--- config.mk ---
export PLATFORM = sky130hd
export DESIGN_NAME = motor_cmd_regs
export DESIGN_NICKNAME = d
export VERILOG_FILES = /design/src/design/motor_cmd_pkg.sv /design/src/design/motor_cmd_regs.sv
export SDC_FILE = /design/constraint.sdc
export NUM_CORES = 1
export LEC_CHECK = 0
export BUFFER_PORTS_ARGS = -buffer_cell sky130_fd_sc_hd__buf_4
export CAP_MARGIN = 5
export CORE_MARGIN = 3
export CORE_UTILIZATION = 54
export CTS_CLUSTER_DIAMETER = 150
export DETAILED_ROUTE_END_ITERATION = 16
export PLACE_DENSITY = 0.91
export SLEW_MARGIN = 40
export SYNTH_ARGS = -nofsm -noshare
export SYNTH_HDL_FRONTEND = slang
export SYNTH_SLANG_ARGS = --single-unit
--- constraint.sdc ---
create_clock -name i_clk_sys -period 13 [get_ports i_clk_sys]
set_input_delay 2.6 -clock i_clk_sys [delete_from_list [all_inputs] [get_ports i_clk_sys]]
set_output_delay 2.6 -clock i_clk_sys [all_outputs]
set_load 0.1 [all_outputs]
--- src/design/motor_cmd_pkg.sv ---
package motor_cmd_pkg;

  ////////////////////////////////////////////////////////////////////////////
  // register addresses (word addresses on the serial register map)
  localparam logic [15:0] ADDR_RUN_CMD   = 16'h2000;
  localparam logic [15:0] ADDR_FREQ_SET  = 16'h2001;
  localparam logic [15:0] ADDR_PID_REF   = 16'h2002;
  localparam logic [15:0] ADDR_PID_FB    = 16'h2003;
  localparam logic [15:0] ADDR_TORQUE    = 16'h2004;
  localparam logic [15:0] ADDR_FWD_CEIL  = 16'h2005;
  localparam logic [15:0] ADDR_REV_CEIL  = 16'h2006;
  localparam logic [15:0] ADDR_MOT_LIM   = 16'h2007;
  localparam logic [15:0] ADDR_BRK_LIM   = 16'h2008;
  localparam logic [15:0] ADDR_SPECIAL   = 16'h2009;
  localparam logic [15:0] ADDR_VIRT_IN   = 16'h200a;
  localparam logic [15:0] ADDR_VIRT_OUT  = 16'h200b;
  localparam logic [15:0] ADDR_VOLT_SET  = 16'h200c;
  localparam logic [15:0] ADDR_AO1_SET   = 16'h200d;
  localparam logic [15:0] ADDR_AO2_SET   = 16'h200e;
  localparam logic [15:0] ADDR_STATE_ONE = 16'h2100;

  ////////////////////////////////////////////////////////////////////////////
  // command codes
  localparam logic [15:0] CMD_FWD_RUN     = 16'h0001;
  localparam logic [15:0] CMD_REV_RUN     = 16'h0002;
  localparam logic [15:0] CMD_FWD_JOG     = 16'h0003;
  localparam logic [15:0] CMD_REV_JOG     = 16'h0004;
  localparam logic [15:0] CMD_STOP        = 16'h0005;
  localparam logic [15:0] CMD_COAST       = 16'h0006;
  localparam logic [15:0] CMD_FAULT_RESET = 16'h0007;
  localparam logic [15:0] CMD_JOG_STOP    = 16'h0008;

  // drive state word codes
  localparam logic [15:0] ST_FWD_RUN   = 16'h0001;
  localparam logic [15:0] ST_REV_RUN   = 16'h0002;
  localparam logic [15:0] ST_STOPPED   = 16'h0003;
  localparam logic [15:0] ST_FAULT     = 16'h0004;
  localparam logic [15:0] ST_POWER_OFF = 16'h0005;
  localparam logic [15:0] ST_PREEXC    = 16'h0006;

  ////////////////////////////////////////////////////////////////////////////
  // value ranges, 1000 = 100 %
  localparam logic [15:0] PCT_FULL     = 16'h03e8;
  localparam logic [15:0] TORQUE_MAX   = 16'h0bb8;
  localparam logic [15:0] VIRT_IN_MAX  = 16'h03ff;
  localparam logic [15:0] VIRT_OUT_MAX = 16'h000f;
  localparam logic [15:0] SPECIAL_MASK = 16'h003f;

  // special control word fields
  localparam int SP_MOTOR_LSB  = 0;
  localparam int SP_TORQUE_OFF = 2;
  localparam int SP_ENERGY_CLR = 3;
  localparam int SP_PREEXC     = 4;
  localparam int SP_DC_BRAKE   = 5;

  // reset values
  localparam logic [15:0] REG_RESET  = 16'h0000;
  localparam logic [15:0] CEIL_RESET = 16'hffff;

  ////////////////////////////////////////////////////////////////////////////
  typedef struct packed {
    logic [15:0] run_command_code;
    logic [15:0] frequency_setpoint;
    logic [15:0] pid_reference;
    logic [15:0] pid_feedback;
    logic [15:0] torque_setpoint;
    logic [15:0] forward_freq_ceiling;
    logic [15:0] reverse_freq_ceiling;
    logic [15:0] motoring_torque_ceiling;
    logic [15:0] braking_torque_ceiling;
    logic [15:0] special_control_word;
    logic [15:0] virtual_input_image;
    logic [15:0] virtual_output_image;
    logic [15:0] voltage_setpoint;
    logic [15:0] analog_out_one_setpoint;
    logic [15:0] analog_out_two_setpoint;
  } ctrl_regs_t;

  typedef struct packed {
    logic [1:0] motor_sel;
    logic       torque_ctrl_off;
    logic       preexcite;
    logic       dc_brake;
  } special_t;

  typedef struct packed {
    logic relay_output_two;
    logic relay_output_one;
    logic high_speed_pulse_output;
    logic open_collector_output;
  } virt_out_t;

  typedef struct packed {
    logic running;
    logic reverse;
    logic fault;
    logic undervoltage_power_down_state;
    logic preexcited;
  } drive_status_t;

endpackage

--- src/design/motor_cmd_regs.sv ---
`timescale 1ns/1ps
module motor_cmd_regs (
  // clock and reset
  input  wire logic                          i_clk_sys,
  input  wire logic                          i_rst,
  // register access
  input  wire logic                          i_reg_wr,
  input  wire logic                          i_reg_rd,
  input  wire logic [15:0]                   i_reg_addr,
  input  wire logic [15:0]                   i_reg_wdata,
  output logic                               o_reg_ack,
  output logic                               o_reg_err,
  output logic [15:0]                        o_reg_rdata,
  // drive side status
  input  wire logic [15:0]                   i_fmax,
  input  wire motor_cmd_pkg::drive_status_t  i_drive,
  // command pulses
  output logic                               o_cmd_strobe,
  output logic                               o_fault_reset,
  output logic                               o_jog_stop,
  output logic                               o_energy_clr,
  // setpoints and images
  output motor_cmd_pkg::ctrl_regs_t          o_ctrl,
  output logic [15:0]                        o_freq_ref,
  output motor_cmd_pkg::special_t            o_special,
  output logic [9:0]                         o_virt_in,
  output motor_cmd_pkg::virt_out_t           o_virt_out
);

  ////////////////////////////////////////////////////////////////////////////
  // helpers

  function automatic logic signed_within(input logic [15:0] v, input logic [15:0] lim);
    signed_within = ($signed(v) >= -$signed(lim)) && ($signed(v) <= $signed(lim));
  endfunction

  function automatic logic [15:0] umin(input logic [15:0] a, input logic [15:0] b);
    umin = (a < b) ? a : b;
  endfunction

  function automatic logic write_ok(input logic [15:0] a, input logic [15:0] d,
                                    input logic [15:0] fmax);
    case (a)
      motor_cmd_pkg::ADDR_RUN_CMD:  write_ok = (d >= motor_cmd_pkg::CMD_FWD_RUN) &&
                                               (d <= motor_cmd_pkg::CMD_JOG_STOP);
      motor_cmd_pkg::ADDR_FREQ_SET: write_ok = (d <= fmax);
      motor_cmd_pkg::ADDR_FWD_CEIL: write_ok = (d <= fmax);
      motor_cmd_pkg::ADDR_REV_CEIL: write_ok = (d <= fmax);
      motor_cmd_pkg::ADDR_PID_REF:  write_ok = (d <= motor_cmd_pkg::PCT_FULL);
      motor_cmd_pkg::ADDR_PID_FB:   write_ok = (d <= motor_cmd_pkg::PCT_FULL);
      motor_cmd_pkg::ADDR_TORQUE:   write_ok = signed_within(d, motor_cmd_pkg::TORQUE_MAX);
      motor_cmd_pkg::ADDR_MOT_LIM:  write_ok = (d <= motor_cmd_pkg::TORQUE_MAX);
      motor_cmd_pkg::ADDR_BRK_LIM:  write_ok = (d <= motor_cmd_pkg::TORQUE_MAX);
      motor_cmd_pkg::ADDR_SPECIAL:  write_ok = ((d & ~motor_cmd_pkg::SPECIAL_MASK) == 16'h0000);
      motor_cmd_pkg::ADDR_VIRT_IN:  write_ok = (d <= motor_cmd_pkg::VIRT_IN_MAX);
      motor_cmd_pkg::ADDR_VIRT_OUT: write_ok = (d <= motor_cmd_pkg::VIRT_OUT_MAX);
      motor_cmd_pkg::ADDR_VOLT_SET: write_ok = (d <= motor_cmd_pkg::PCT_FULL);
      motor_cmd_pkg::ADDR_AO1_SET:  write_ok = signed_within(d, motor_cmd_pkg::PCT_FULL);
      motor_cmd_pkg::ADDR_AO2_SET:  write_ok = signed_within(d, motor_cmd_pkg::PCT_FULL);
      default:                      write_ok = 1'b0;
    endcase
  endfunction

  ////////////////////////////////////////////////////////////////////////////
  // decode

  logic        wr_ok;
  logic        rd_only;
  logic        rd_hit;
  logic [15:0] rd_val;
  logic [15:0] state_word_reg;
  logic [15:0] state_word_next;
  logic        dir_rev;
  logic [15:0] freq_ref_next;

  assign wr_ok   = i_reg_wr && write_ok(i_reg_addr, i_reg_wdata, i_fmax);
  assign rd_only = i_reg_rd && !i_reg_wr;

  always_comb begin
    rd_hit = 1'b1;
    case (i_reg_addr)
      motor_cmd_pkg::ADDR_RUN_CMD:   rd_val = o_ctrl.run_command_code;
      motor_cmd_pkg::ADDR_FREQ_SET:  rd_val = o_ctrl.frequency_setpoint;
      motor_cmd_pkg::ADDR_PID_REF:   rd_val = o_ctrl.pid_reference;
      motor_cmd_pkg::ADDR_PID_FB:    rd_val = o_ctrl.pid_feedback;
      motor_cmd_pkg::ADDR_TORQUE:    rd_val = o_ctrl.torque_setpoint;
      motor_cmd_pkg::ADDR_FWD_CEIL:  rd_val = o_ctrl.forward_freq_ceiling;
      motor_cmd_pkg::ADDR_REV_CEIL:  rd_val = o_ctrl.reverse_freq_ceiling;
      motor_cmd_pkg::ADDR_MOT_LIM:   rd_val = o_ctrl.motoring_torque_ceiling;
      motor_cmd_pkg::ADDR_BRK_LIM:   rd_val = o_ctrl.braking_torque_ceiling;
      motor_cmd_pkg::ADDR_SPECIAL:   rd_val = o_ctrl.special_control_word;
      motor_cmd_pkg::ADDR_VIRT_IN:   rd_val = o_ctrl.virtual_input_image;
      motor_cmd_pkg::ADDR_VIRT_OUT:  rd_val = o_ctrl.virtual_output_image;
      motor_cmd_pkg::ADDR_VOLT_SET:  rd_val = o_ctrl.voltage_setpoint;
      motor_cmd_pkg::ADDR_AO1_SET:   rd_val = o_ctrl.analog_out_one_setpoint;
      motor_cmd_pkg::ADDR_AO2_SET:   rd_val = o_ctrl.analog_out_two_setpoint;
      motor_cmd_pkg::ADDR_STATE_ONE: rd_val = state_word_reg;
      default: begin
        rd_val = 16'h0000;
        rd_hit = 1'b0;
      end
    endcase
  end

  ////////////////////////////////////////////////////////////////////////////
  // setpoint registers, stored as written

  always_ff @(posedge i_clk_sys or posedge i_rst) begin
    if (i_rst) begin
      o_ctrl                      <= '0;
      o_ctrl.forward_freq_ceiling <= motor_cmd_pkg::CEIL_RESET;
      o_ctrl.reverse_freq_ceiling <= motor_cmd_pkg::CEIL_RESET;
    end else if (wr_ok) begin
      case (i_reg_addr)
        motor_cmd_pkg::ADDR_RUN_CMD:  o_ctrl.run_command_code        <= i_reg_wdata;
        motor_cmd_pkg::ADDR_FREQ_SET: o_ctrl.frequency_setpoint      <= i_reg_wdata;
        motor_cmd_pkg::ADDR_PID_REF:  o_ctrl.pid_reference           <= i_reg_wdata;
        motor_cmd_pkg::ADDR_PID_FB:   o_ctrl.pid_feedback            <= i_reg_wdata;
        motor_cmd_pkg::ADDR_TORQUE:   o_ctrl.torque_setpoint         <= i_reg_wdata;
        motor_cmd_pkg::ADDR_FWD_CEIL: o_ctrl.forward_freq_ceiling    <= i_reg_wdata;
        motor_cmd_pkg::ADDR_REV_CEIL: o_ctrl.reverse_freq_ceiling    <= i_reg_wdata;
        motor_cmd_pkg::ADDR_MOT_LIM:  o_ctrl.motoring_torque_ceiling <= i_reg_wdata;
        motor_cmd_pkg::ADDR_BRK_LIM:  o_ctrl.braking_torque_ceiling  <= i_reg_wdata;
        motor_cmd_pkg::ADDR_SPECIAL:  o_ctrl.special_control_word    <= i_reg_wdata;
        motor_cmd_pkg::ADDR_VIRT_IN:  o_ctrl.virtual_input_image     <= i_reg_wdata;
        motor_cmd_pkg::ADDR_VIRT_OUT: o_ctrl.virtual_output_image    <= i_reg_wdata;
        motor_cmd_pkg::ADDR_VOLT_SET: o_ctrl.voltage_setpoint        <= i_reg_wdata;
        motor_cmd_pkg::ADDR_AO1_SET:  o_ctrl.analog_out_one_setpoint <= i_reg_wdata;
        motor_cmd_pkg::ADDR_AO2_SET:  o_ctrl.analog_out_two_setpoint <= i_reg_wdata;
        default: ;
      endcase
    end
  end

  ////////////////////////////////////////////////////////////////////////////
  // access answer, one cycle after the request; a write wins over a read

  always_ff @(posedge i_clk_sys or posedge i_rst) begin
    if (i_rst) begin
      o_reg_ack   <= 1'b0;
      o_reg_err   <= 1'b0;
      o_reg_rdata <= 16'h0000;
    end else begin
      o_reg_ack   <= i_reg_wr || i_reg_rd;
      o_reg_err   <= (i_reg_wr && !wr_ok) || (rd_only && !rd_hit);
      o_reg_rdata <= rd_only ? rd_val : 16'h0000;
    end
  end

  ////////////////////////////////////////////////////////////////////////////
  // command and special-word pulses

  always_ff @(posedge i_clk_sys or posedge i_rst) begin
    if (i_rst) begin
      o_cmd_strobe  <= 1'b0;
      o_fault_reset <= 1'b0;
      o_jog_stop    <= 1'b0;
      o_energy_clr  <= 1'b0;
    end else begin
      o_cmd_strobe  <= wr_ok && (i_reg_addr == motor_cmd_pkg::ADDR_RUN_CMD);
      o_fault_reset <= wr_ok && (i_reg_addr == motor_cmd_pkg::ADDR_RUN_CMD) &&
                       (i_reg_wdata == motor_cmd_pkg::CMD_FAULT_RESET);
      o_jog_stop    <= wr_ok && (i_reg_addr == motor_cmd_pkg::ADDR_RUN_CMD) &&
                       (i_reg_wdata == motor_cmd_pkg::CMD_JOG_STOP);
      o_energy_clr  <= wr_ok && (i_reg_addr == motor_cmd_pkg::ADDR_SPECIAL) &&
                       i_reg_wdata[motor_cmd_pkg::SP_ENERGY_CLR];
    end
  end

  ////////////////////////////////////////////////////////////////////////////
  // decoded images of the special word and virtual terminals

  always_ff @(posedge i_clk_sys or posedge i_rst) begin
    if (i_rst) begin
      o_special  <= '0;
      o_virt_in  <= 10'h000;
      o_virt_out <= '0;
    end else if (wr_ok) begin
      if (i_reg_addr == motor_cmd_pkg::ADDR_SPECIAL) begin
        o_special.motor_sel       <= i_reg_wdata[motor_cmd_pkg::SP_MOTOR_LSB +: 2];
        o_special.torque_ctrl_off <= i_reg_wdata[motor_cmd_pkg::SP_TORQUE_OFF];
        o_special.preexcite       <= i_reg_wdata[motor_cmd_pkg::SP_PREEXC];
        o_special.dc_brake        <= i_reg_wdata[motor_cmd_pkg::SP_DC_BRAKE];
      end
      if (i_reg_addr == motor_cmd_pkg::ADDR_VIRT_IN) begin
        o_virt_in <= i_reg_wdata[9:0];
      end
      if (i_reg_addr == motor_cmd_pkg::ADDR_VIRT_OUT) begin
        o_virt_out <= i_reg_wdata[3:0];
      end
    end
  end

  ////////////////////////////////////////////////////////////////////////////
  // frequency reference, clamped by the ceiling of the commanded direction

  assign dir_rev = (o_ctrl.run_command_code == motor_cmd_pkg::CMD_REV_RUN) ||
                   (o_ctrl.run_command_code == motor_cmd_pkg::CMD_REV_JOG);
  assign freq_ref_next = umin(umin(o_ctrl.frequency_setpoint, i_fmax),
                              dir_rev ? o_ctrl.reverse_freq_ceiling
                                      : o_ctrl.forward_freq_ceiling);

  always_ff @(posedge i_clk_sys or posedge i_rst) begin
    if (i_rst) begin
      o_freq_ref <= 16'h0000;
    end else begin
      o_freq_ref <= freq_ref_next;
    end
  end

  ////////////////////////////////////////////////////////////////////////////
  // drive state word, fault and power-down take priority

  always_comb begin
    if (i_drive.fault) begin
      state_word_next = motor_cmd_pkg::ST_FAULT;
    end else if (i_drive.undervoltage_power_down_state) begin
      state_word_next = motor_cmd_pkg::ST_POWER_OFF;
    end else if (i_drive.running && i_drive.reverse) begin
      state_word_next = motor_cmd_pkg::ST_REV_RUN;
    end else if (i_drive.running) begin
      state_word_next = motor_cmd_pkg::ST_FWD_RUN;
    end else if (i_drive.preexcited) begin
      state_word_next = motor_cmd_pkg::ST_PREEXC;
    end else begin
      state_word_next = motor_cmd_pkg::ST_STOPPED;
    end
  end

  always_ff @(posedge i_clk_sys or posedge i_rst) begin
    if (i_rst) begin
      state_word_reg <= motor_cmd_pkg::ST_STOPPED;
    end else begin
      state_word_reg <= state_word_next;
    end
  end
endmodule

==> results of run 1 <==
[stage by stage]
stage	hold slack [ns]	utilization [%]	total power [mW]
2_1_floorplan	0.475	-	0.936
3_3_place_gp	0.495	67.0	0.971
3_5_place_dp	0.505	67.3	0.974
4_1_cts	0.521	71.3	1.83
5_1_grt	0.537	71.4	1.87
6_report	0.525	71.4	1.83
[per-layer routing]
| metal | GRT usage (%) | wire [um] | up-vias |
|---|---|---|---|
| met5 | 0 | 0 | - |
| met1 | 46.9 | 19500 | 5979 |
| li1 | - | - | 4821 |
| met4 | 13.9 | 2390 | 0 |
| met3 | 9.78 | 5830 | 182 |
| met2 | 59.5 | 24200 | 856 |
[power breakdown]
part / leakage [nW] / total, mW / switching [mW] / internal, mW
Sequential: 3.79 / 0.876 / 0.000266 / 0.876
Clock: 0.501 / 0.868 / 0.347 / 0.521
Combinational: 4.83 / 0.0828 / 0.0590 / 0.0238
[cells by family after synthesis]
group,count (synthesis),synth area share (%)
AOI/OAI and AO/OA,204,11.6
xor gates and xnor gates,3,0.191
adders and majority gates,47,4.25
buffers and inverters,131,4.84
DFF,281,51.3
muxes,207,16.9
and+or+nand+nor,263,10.9
[critical path, delay by kind of cell]
| family | cells | cell delay (ns) |
|---|---|---|
| AO/OA/AOI/OAI | 9 | 2.22 |
| multiplexers | 1 | 0.35 |
| AND/OR/NAND/NOR | 1 | 0.07 |
| adder cells (fa/ha/maj) | 2 | 0.54 |
| buffers and inverters | 4 | 0.60 |
[path summary, 6_finish.rpt]
| path | startpoint | endpoint | slack, ns | cells after the start |
|---|---|---|---|---|
| max | i_fmax[1] | o_freq_ref[12] | 7.05 | 17 |
| min | o_ctrl[176] | o_ctrl[176] | 0.52 | 1 |
| max reg2reg | o_ctrl[209] | o_freq_ref[12] | 8.68 | 15 |
| min reg2reg | o_ctrl[176] | o_ctrl[176] | 0.52 | 1 |
| max in group asynchronous | i_rst | o_ctrl[130] | 9.53 | 4 |
| min in group asynchronous | i_rst | o_cmd_strobe | 2.14 | 2 |
[layout make-up]
cell class,instances,area [um^2]
Sequential cell,281,7070
Clock inverter,14,178
Multi-Input combinational cell,724,6120
Tap cell,324,405
Inverter,39,159
Clock buffer,38,820
Fill cell,1719,7050
Timing Repair Buffer,379,2870
[synthesized netlist by cell type (3+ instances only)]
master and n:
dfrtp_1 247, mux2_2 112, a22oi_1 57, nor2b_1 52
mux2_1 51, nor2_1 51, clkbuf_1 46, ha_1 46
inv_1 39, dfstp_2 34, mux2i_1 34, a21oi_1 33
nand2_1 33, buf_4 27, and3_1 23, a221oi_1 19
a222oi_1 18, a22o_1 18, nand3_1 18, and2_1 17
nor3_1 15, nand4_1 14, a41oi_1 11, buf_2 11
mux2_4 10, buf_6 8, nor4_1 8, o21ai_0 7
a31oi_1 6, or4_1 6, a2111oi_0 5, a21o_1 5
nor3_2 5, and4_1 3, nand2b_1 3, o211ai_1 3
==> impl_results.md, run 1 <==
- Synth area leader: dfrtp_1
- Commonest non-fill, non-tap cell in the layout: buf_4
- Top FF cell, synth: dfrtp_1
- H-tree levels: 1
- Design area: 17600 um^2
- Die Wd: 166 um
- CP Max Fanout: 31
- CTS tree: built
- First-pass iteration count of the detailed router: 5
- RSZ-0062 raised after global routing: no
- Largest net degree at the start of global routing: 132
- Fin nets: 1556
- Crit path DAT: 6.39 ns
- Cell variety after synth: 67
- Worst setup EP type: register
- # rows: 57
- Mapped cell area: 13800 um^2
- Avg Cell Area, Syn: 12.1 um^2
- CTS Buffer Depth: 3
- CTS Sinks: 281
- Post-cts repair resize count: 0
- Vias per cell: 6.58
- Synth warnings: 0
- Hold Buf Count CTS: 0
- Placer Congestion: 0.955
- Wirelength per Cell: 28.9 um
- Initial DRC Count: 1255
- Post-synth ARST share: 100%
- Share of post-route cells with drive strength above 1: 41.8%
- DRT Wirelength: 52000 um
- Via count: 11.8k
- F_max: 0.168 GHz
- Worst skew pair latency: 0.55 ns
- Fin crit share: 45.7%
- Gr ovfl total: 0
- Largest register by flop count: o_ctrl
- Layout Skew: 0.00744 ns
- Max Slew Vio Count: 0
- Setup violation total in the final timing report: 0
- First-pass GRT wire length: 77500 um
- Max reg flops: 240
- Slew headroom: 41.3%
- Critical path's slowest cell: a2111oi_0
- Die Height: 166 um
- Clk slew on worst S/H paths: 0.06 ns
- Final worst slack: 7.05 ns
- Post-synth EDFFs: 0
- Leak: 9.12 nW
- Number of global-route vias before repair: 12.2k
- Critical Path RT: 13.44 ns
- Num CTS Buffers: 28
- CTS Root Cell: clkbuf_16
- Seq/Total Area, Yosys: 51.3%
- Minimum clock period: 5.95 ns
- Most frequent cells in the layout: 376 x buf_4, 247 x dfrtp_1, 112 x mux2_2, 57 x a22oi_1, 52 x nor2b_1
- Class of the worst hold path: register to register
- Synth top area share: 44.8%
- Core ar.: 24700 um^2
- CP startpoint kind: input pin
- Setup bufs post-CTS: 0
- Synth area leaders: dfrtp_1 45%, mux2_2 9.1%, dfstp_2 6.5%
- IO buf count: 353
- I/O pin cnt: 354
- Initial core utilization: 55.9%
- CP Cell Sequence: buf_4 -> inv_1 -> ha_1 -> a2111oi_0 -> o31ai_1 -> a211oi_2 -> buf_4 -> nor2_1 -> a21oi_1 -> inv_1 -> ha_1 -> a21o_1 -> a21oi_1 -> o221ai_1 -> a21oi_1 -> o2111ai_4 -> mux2i_1
- Die area: 27500 um^2
- Pre-CTS setup slack: 6.54 ns
- Status: finished, final reports clean
- Delay of the slowest cell on the worst path: 0.46 ns
- Actual slew at the worst max-slew pin: 0.877 ns
- GRT Overall Usage: 36.4%
- Final Hold Viols: 0
- Cell Area, Placed: 16600 um^2
- Initial antenna violation count: 0
- Post-synth net total: 1239
- Setup tns final: 0 ns
- Post-Syn Instances: 1136
- Post-route antenna net violation count: 0
- Post-Layout Cell Count: 1799
- Peak VDD IR: 110 uV
- Layout area overhead: 27.8%
- Ant diodes: 0
- Max Cap Viol: 0
- PwrDens: 104 nW/um^2
- Synthesis-stage register bit count: 281
- CP Class: input pin to register
- Most used cell, CP: a21oi_1
- Residual DRC: 0
- Top Registers: o_ctrl x240, o_freq_ref x16, o_reg_rdata x16
- Placed Cells: 1746
- Dpl hpwl: 36600 um
(Power assumes the default switching activity.)
==> inputs of run 2 (changes only) <==
clock period = 6.2 ns   (was 13 ns; I/O delays follow)
==> impl_results.md, run 2 (synthesized netlist as in run 1, its figures left out) <==
- Via count: 11.9k (+0.79%)
- F_max: 0.220 GHz
- Actual slew at the worst max-slew pin: 0.960 ns (+0.0829 ns)
- Commonest non-fill, non-tap cell in the layout: buf_4
- CP startpoint kind: input pin
- Max reg flops: 240 (unchanged)
- Internal Power: 2.97 mW (+110%)
- DRT Wirelength: 51700 um (-0.51%)
- Post-cts repair resize count: 0 (unchanged)
- Largest net degree at the start of global routing: 103 (-22%)
- Largest register by flop count: o_ctrl
- Setup violation total in the final timing report: 0 (unchanged)
- Vias per cell: 6.61 (+0.46%)
- First-pass GRT wire length: 77800 um (+0.32%)
- Layout Skew: 0.00907 ns (+0.00162 ns)
- Die area: 27500 um^2 (unchanged)
- Pwr Total: 3.83 mW (+110%)
- Most frequent cells in the layout: 379 x buf_4, 247 x dfrtp_1, 112 x mux2_2, 57 x a22oi_1, 52 x nor2b_1
- Net Sw Frac: 22.5% (+0.31 points)
- CTS tree: built
- # rows: 57 (unchanged)
- Placed Cells: 1751 (+0.29%)
- Psw: 864 uW (+110%)
- Max Slew Vio Count: 0 (unchanged)
- Die Wd: 166 um (unchanged)
- GRT Overall Usage: 36.5% (+0.044 points)
- CTS Buffer Depth: 3 (unchanged)
- Status: finished, final reports clean
- PwrDens: 217 nW/um^2 (+110%)
- Dpl hpwl: 36800 um (+0.56%)
- Logic pwr share: 4.6% (about the same)
- I/O pin cnt: 354 (unchanged)
- Delay of the slowest cell on the worst path: 0.53 ns (+0.07 ns)
- Ant diodes: 0 (unchanged)
- Setup bufs post-CTS: 0 (unchanged)
- Initial antenna violation count: 3 (+3)
- Setup tns final: 0 ns (unchanged)
- IO buf count: 353 (unchanged)
- Hold Buf Count CTS: 0 (unchanged)
- CTS Root Cell: clkbuf_16
- Top Registers: o_ctrl x240, o_freq_ref x16, o_reg_rdata x16
- Clk slew on worst S/H paths: 0.06 ns (about the same)
- Slew headroom: 36.0% (-5.2 points)
- Post-route antenna net violation count: 0 (unchanged)
- CTS Sinks: 281 (unchanged)
- Max Cap Viol: 0 (unchanged)
- Pre-CTS setup slack: 1.01 ns (-5.53 ns)
- Initial DRC Count: 1422 (+13%)
- Class of the worst hold path: register to register
- First-pass iteration count of the detailed router: 6 (+1)
- Die Height: 166 um (unchanged)
- CP Max Fanout: 17 (-45%)
- Final worst slack: 1.65 ns (-5.40 ns)
- Number of global-route vias before repair: 12.3k (+0.74%)
- Layout area overhead: 28.2%
- Crit path DAT: 5.00 ns (-1.39 ns)
- Residual DRC: 0 (unchanged)
- H-tree levels: 1 (unchanged)
- Critical Path RT: 6.66 ns (-6.78 ns)
- CP Class: input pin to register
- Clock Power Share: 47.5% (about the same)
- Final Util: 71.6% (+0.21 points)
- Sequential Power Share: 47.9% (about the same)
- Minimum clock period: 4.55 ns
- Critical path's slowest cell: a211oi_4
- Fin nets: 1562 (+0.39%)
- Wirelength per Cell: 28.6 um (-0.84%)
- Post-Layout Cell Count: 1805 (+0.33%)
- Fin crit share: 73.4%
- CP Cell Sequence: buf_4 -> inv_1 -> ha_1 -> a2111oi_0 -> o31ai_1 -> a211oi_4 -> buf_4 -> nor2_1 -> a21oi_1 -> inv_1 -> ha_1 -> a21o_1 -> a21oi_1 -> o221ai_1 -> a21oi_1 -> o2111ai_2 -> buf_4 -> mux2i_1
- Leak: 9.13 nW (+0.21%)
- RSZ-0062 raised after global routing: no
- Core ar.: 24700 um^2 (unchanged)
- Gr ovfl total: 0 (unchanged)
- Initial core utilization: 55.9% (unchanged)
- Final Hold Viols: 0 (unchanged)
- Peak VDD IR: 214 uV (+94%)
- Worst skew pair latency: 0.55 ns (about the same)
- Num CTS Buffers: 29 (+3.6%)
- Share of post-route cells with drive strength above 1: 41.6% (-0.24 points)
- Worst setup EP type: register
- Placer Congestion: 0.954 (-0.12%)
-- run 2: changes by cell type in the layout (fill, tap and decap cells not counted), sizes merged --
cell	before	now
clkinvlp	0	1
buf	379	384
clkinv	9	5
bufinv	4	3
clkbuf	38	44
inv	40	39
-- run 2: power by group through the flow --
stage / registers, mW / clock network, mW / logic (mW)
after floorplan: 1.88 / 0 / 0.0870
after global placement: 1.87 / 0 / 0.169
after detailed placement: 1.87 / 0 / 0.173
after CTS: 1.84 / 1.82 / 0.174
after global routing: 1.84 / 1.90 / 0.192
final: 1.84 / 1.82 / 0.176
-- run 2: worst paths after layout --
| path | startpoint | to | slack, ns | depth (start not counted) |
|---|---|---|---|---|
| max in group asynchronous | i_rst | state_word_reg[1] | 4.45 | 4 |
| setup reg to reg | o_ctrl[209] | o_freq_ref[15] | 1.95 | 16 |
| hold / removal | o_ctrl[20] | o_ctrl[20] | 0.52 | 1 |
| min in group asynchronous | i_rst | o_ctrl[213] | 0.83 | 3 |
| setup / recovery | i_fmax[1] | o_freq_ref[15] | 1.65 | 18 |
| hold reg to reg | o_ctrl[20] | o_ctrl[20] | 0.52 | 1 |
-- run 2: final cells by class --
class,instances,area (um^2)
timing repair buffer,384,2950
multi-input combinational,724,6100
clock inverter,9,126
clock buffer,44,862
fill,1731,7000
tap,324,405
sequential,281,7070
inverter,39,150
-- run 2: per-stage QoR --
step	instance area [um^2]	hold slack (ns)
after floorplan	13800	0.475
after global placement	16600	0.493
after detailed placement	16600	0.504
after CTS	17600	0.520
after global routing	17700	0.549
final	17700	0.521
-- run 2: critical path: cells and delay by family --
kind,cells,cell delay [ns]
and+or+nand+nor,1,0.06
buffers and inverters,5,0.82
AOI/OAI and AO/OA,9,2.10
muxes,1,0.22
adders and majority gates,2,0.55
-- run 2: routing by layer --
| metal | track usage, % | routed length [um] |
|---|---|---|
| met5 | 0 | 13 |
| met3 | 10.9 | 6150 |
| met4 | 14.4 | 2340 |
| met1 | 47.3 | 19200 |
| met2 | 58.2 | 24000 |
==> inputs of run 3 (changes only) <==
clock period = 4.7 ns   (was 6.2 ns; I/O delays follow)
==> impl_results.md, run 3 (synthesized netlist as in run 1, its figures left out) <==
- Peak VDD IR: 293 uV (+37%)
- Setup tns final: 0 ns (unchanged)
- Post-Layout Cell Count: 1825 (+1.1%)
- FF-to-FF Start: o_ctrl[209]
- IO buf count: 353 (unchanged)
- Critical Path RT: 5.09 ns (-1.57 ns)
- Setup bufs post-CTS: 0 (unchanged)
- Routed met2 length: 23400 um (-2.4%)
- Layout Skew: 0.0117 ns (+0.00262 ns)
- CTS Sinks: 281 (unchanged)
- Clk slew on worst S/H paths: 0.07 ns (about the same)
- Worst skew pair latency: 0.55 ns (about the same)
- Num CTS Buffers: 28 (-3.4%)
- Via count: 12.0k (+0.44%)
- Internal reg-to-reg setup slack: 0.53 ns (-1.42 ns)
- Wirelength per Cell: 28.4 um (-0.97%)
- Placed Cells: 1771 (+1.1%)
- Status: finished, final reports clean
- Final Hold Viols: 0 (unchanged)
- Post-cts repair resize count: 0 (unchanged)
- First-pass GRT wire length: 77700 um (-0.16%)
- DR WL met3: 6380 um (+3.6%)
- Commonest non-fill, non-tap cell in the layout: buf_4
- Fill cell count: 1724 (-0.40%)
- CTS tree: built
- Metal-1 WL: 19500 um (+1.4%)
- H-tree levels: 1 (unchanged)
- Residual DRC: 0 (unchanged)
- Worst R2R End: o_freq_ref[1]
- Actual slew at the worst max-slew pin: 0.898 ns (-0.0619 ns)
- Max Cap Viol: 0 (unchanged)
- I/O pin cnt: 354 (unchanged)
- CP Cell Sequence: ha_1 -> a2111oi_0 -> o31ai_1 -> a211oi_2 -> buf_4 -> nor2_1 -> a21oi_1 -> inv_1 -> ha_1 -> a21o_1 -> a21oi_1 -> o221ai_1 -> a21oi_1 -> o2111ai_2 -> buf_4 -> mux2i_1
- Class of the worst hold path: input pin to async pin
- Ant diodes: 0 (unchanged)
- Die Height: 166 um (unchanged)
- Die area: 27500 um^2 (unchanged)
- # rows: 57 (unchanged)
- Max Slew Vio Count: 0 (unchanged)
- First-pass iteration count of the detailed router: 7 (+1)
- Number of global-route vias before repair: 12.3k (+0.52%)
- Setup violation total in the final timing report: 0 (unchanged)
- Most used cell, CP: a21oi_1
- Gr ovfl total: 0 (unchanged)
- Fin crit share: 88.7%
- Pwr Total: 4.94 mW (+29%)
- Placer Congestion: 0.933 (-2.2%)
- CP startpoint kind: register
- Initial DRC Count: 1578 (+11%)
- Fin nets: 1582 (+1.3%)
- Worst setup EP type: register
- Dpl hpwl: 37200 um (+1.1%)
- Vias per cell: 6.57 (-0.66%)
- Footprint of the multi-input gates: 6090 um^2 (-0.29%)
- Slew headroom: 40.1% (+4.1 points)
- Minimum clock period: 4.17 ns
- GRT Overall Usage: 36.4% (-0.077 points)
- Top Registers: o_ctrl x240, o_freq_ref x16, o_reg_rdata x16
- Final Util: 72.0% (+0.39 points)
- DRT Wirelength: 51800 um (+0.13%)
- Initial core utilization: 55.9% (unchanged)
- Core ar.: 24700 um^2 (unchanged)
- Most frequent cells in the layout: 399 x buf_4, 247 x dfrtp_1, 112 x mux2_2, 57 x a22oi_1, 52 x nor2b_1
- Hold Buf Count CTS: 0 (unchanged)
- Die Wd: 166 um (unchanged)
- F_max: 0.240 GHz
- Max reg flops: 240 (unchanged)
- RSZ-0062 raised after global routing: no
- Crit path DAT: 4.56 ns (-0.44 ns)
- Largest register by flop count: o_ctrl
- Leak: 9.20 nW (+0.75%)
- CTS Buffer Depth: 3 (unchanged)
- Layout area overhead: 28.8%
- Share of post-route cells with drive strength above 1: 41.9% (+0.31 points)
- Initial antenna violation count: 0 (-3)
- Critical path's slowest cell: dfrtp_1
- Delay of the slowest cell on the worst path: 0.58 ns (+0.05 ns)
- Highest routed layer: met4
- Largest net degree at the start of global routing: 107 (+3.9%)
- Reg area: 7070 um^2 (unchanged)
- WHS: 0.522 ns (+0.00131 ns)
- CP Max Fanout: 9 (-8)
- Post-route antenna net violation count: 0 (unchanged)
- Worst Reg-to-Reg Cells: 16 (unchanged)
- CP Class: register to register
- CTS Root Cell: clkbuf_16
- PwrDens: 278 nW/um^2 (+28%)
## run 3: cell count changes in the layout (fill, tap and decap cells not counted), moves of 2 or more
cell,before,now
and3_1,20,23
and3_2,3,0
buf_4,379,399
bufinv_16,3,1
clkbuf_1,7,9
clkinv_2,5,1
clkinvlp_4,1,3
## run 3: layout make-up
type / count / area share [%]
clock buffer: 47 / 4.97
tap: 324 / 2.28
inverter: 39 / 0.845
sequential: 281 / 39.8
timing repair buffer: 405 / 17.5
multi-input combinational: 724 / 34.3
clock inverter: 5 / 0.331
## run 3: metal layers
layer	vias to the layer above	GRT usage (%)
li1	4899	-
met1	5968	47.7
met2	911	56.6
met3	206	11.9
met4	0	14.6
met5	-	0
## run 3: worst max path at each step
stage | from | to | depth (start not counted)
floorplan | i_rst | o_cmd_strobe | 1
global placement | i_fmax[1] | o_freq_ref[2] | 18
detailed placement | i_fmax[6] | o_freq_ref[1] | 19
CTS | o_ctrl[209] | o_freq_ref[1] | 16
global route | i_fmax[6] | o_freq_ref[3] | 19
finish | o_ctrl[209] | o_freq_ref[1] | 16
## run 3: through the flow
step,setup slack (ns),area (um^2)
floorplan,0.0665,13800
global placement,0.195,16700
detailed placement,0.0609,16800
CTS,0.611,17700
global route,0.308,17800
finish,0.529,17800
## run 3: power by group
| group | internal (mW) | total [mW] | switching (mW) |
|---|---|---|---|
| clock network | 1.33 | 2.28 | 0.949 |
| registers | 2.42 | 2.42 | 0.000860 |
| logic | 0.0693 | 0.234 | 0.165 |
| total | 3.82 | 4.94 | 1.11 |
## run 3: worst max-delay path, delay by kind of cell (launching register included)
family	cells	cell delay (ns)
compound gates	9	2.21
flops	1	0.58
buf+inv	3	0.54
fa+ha+maj	2	0.51
mux	1	0.14
simple gates	1	0.04
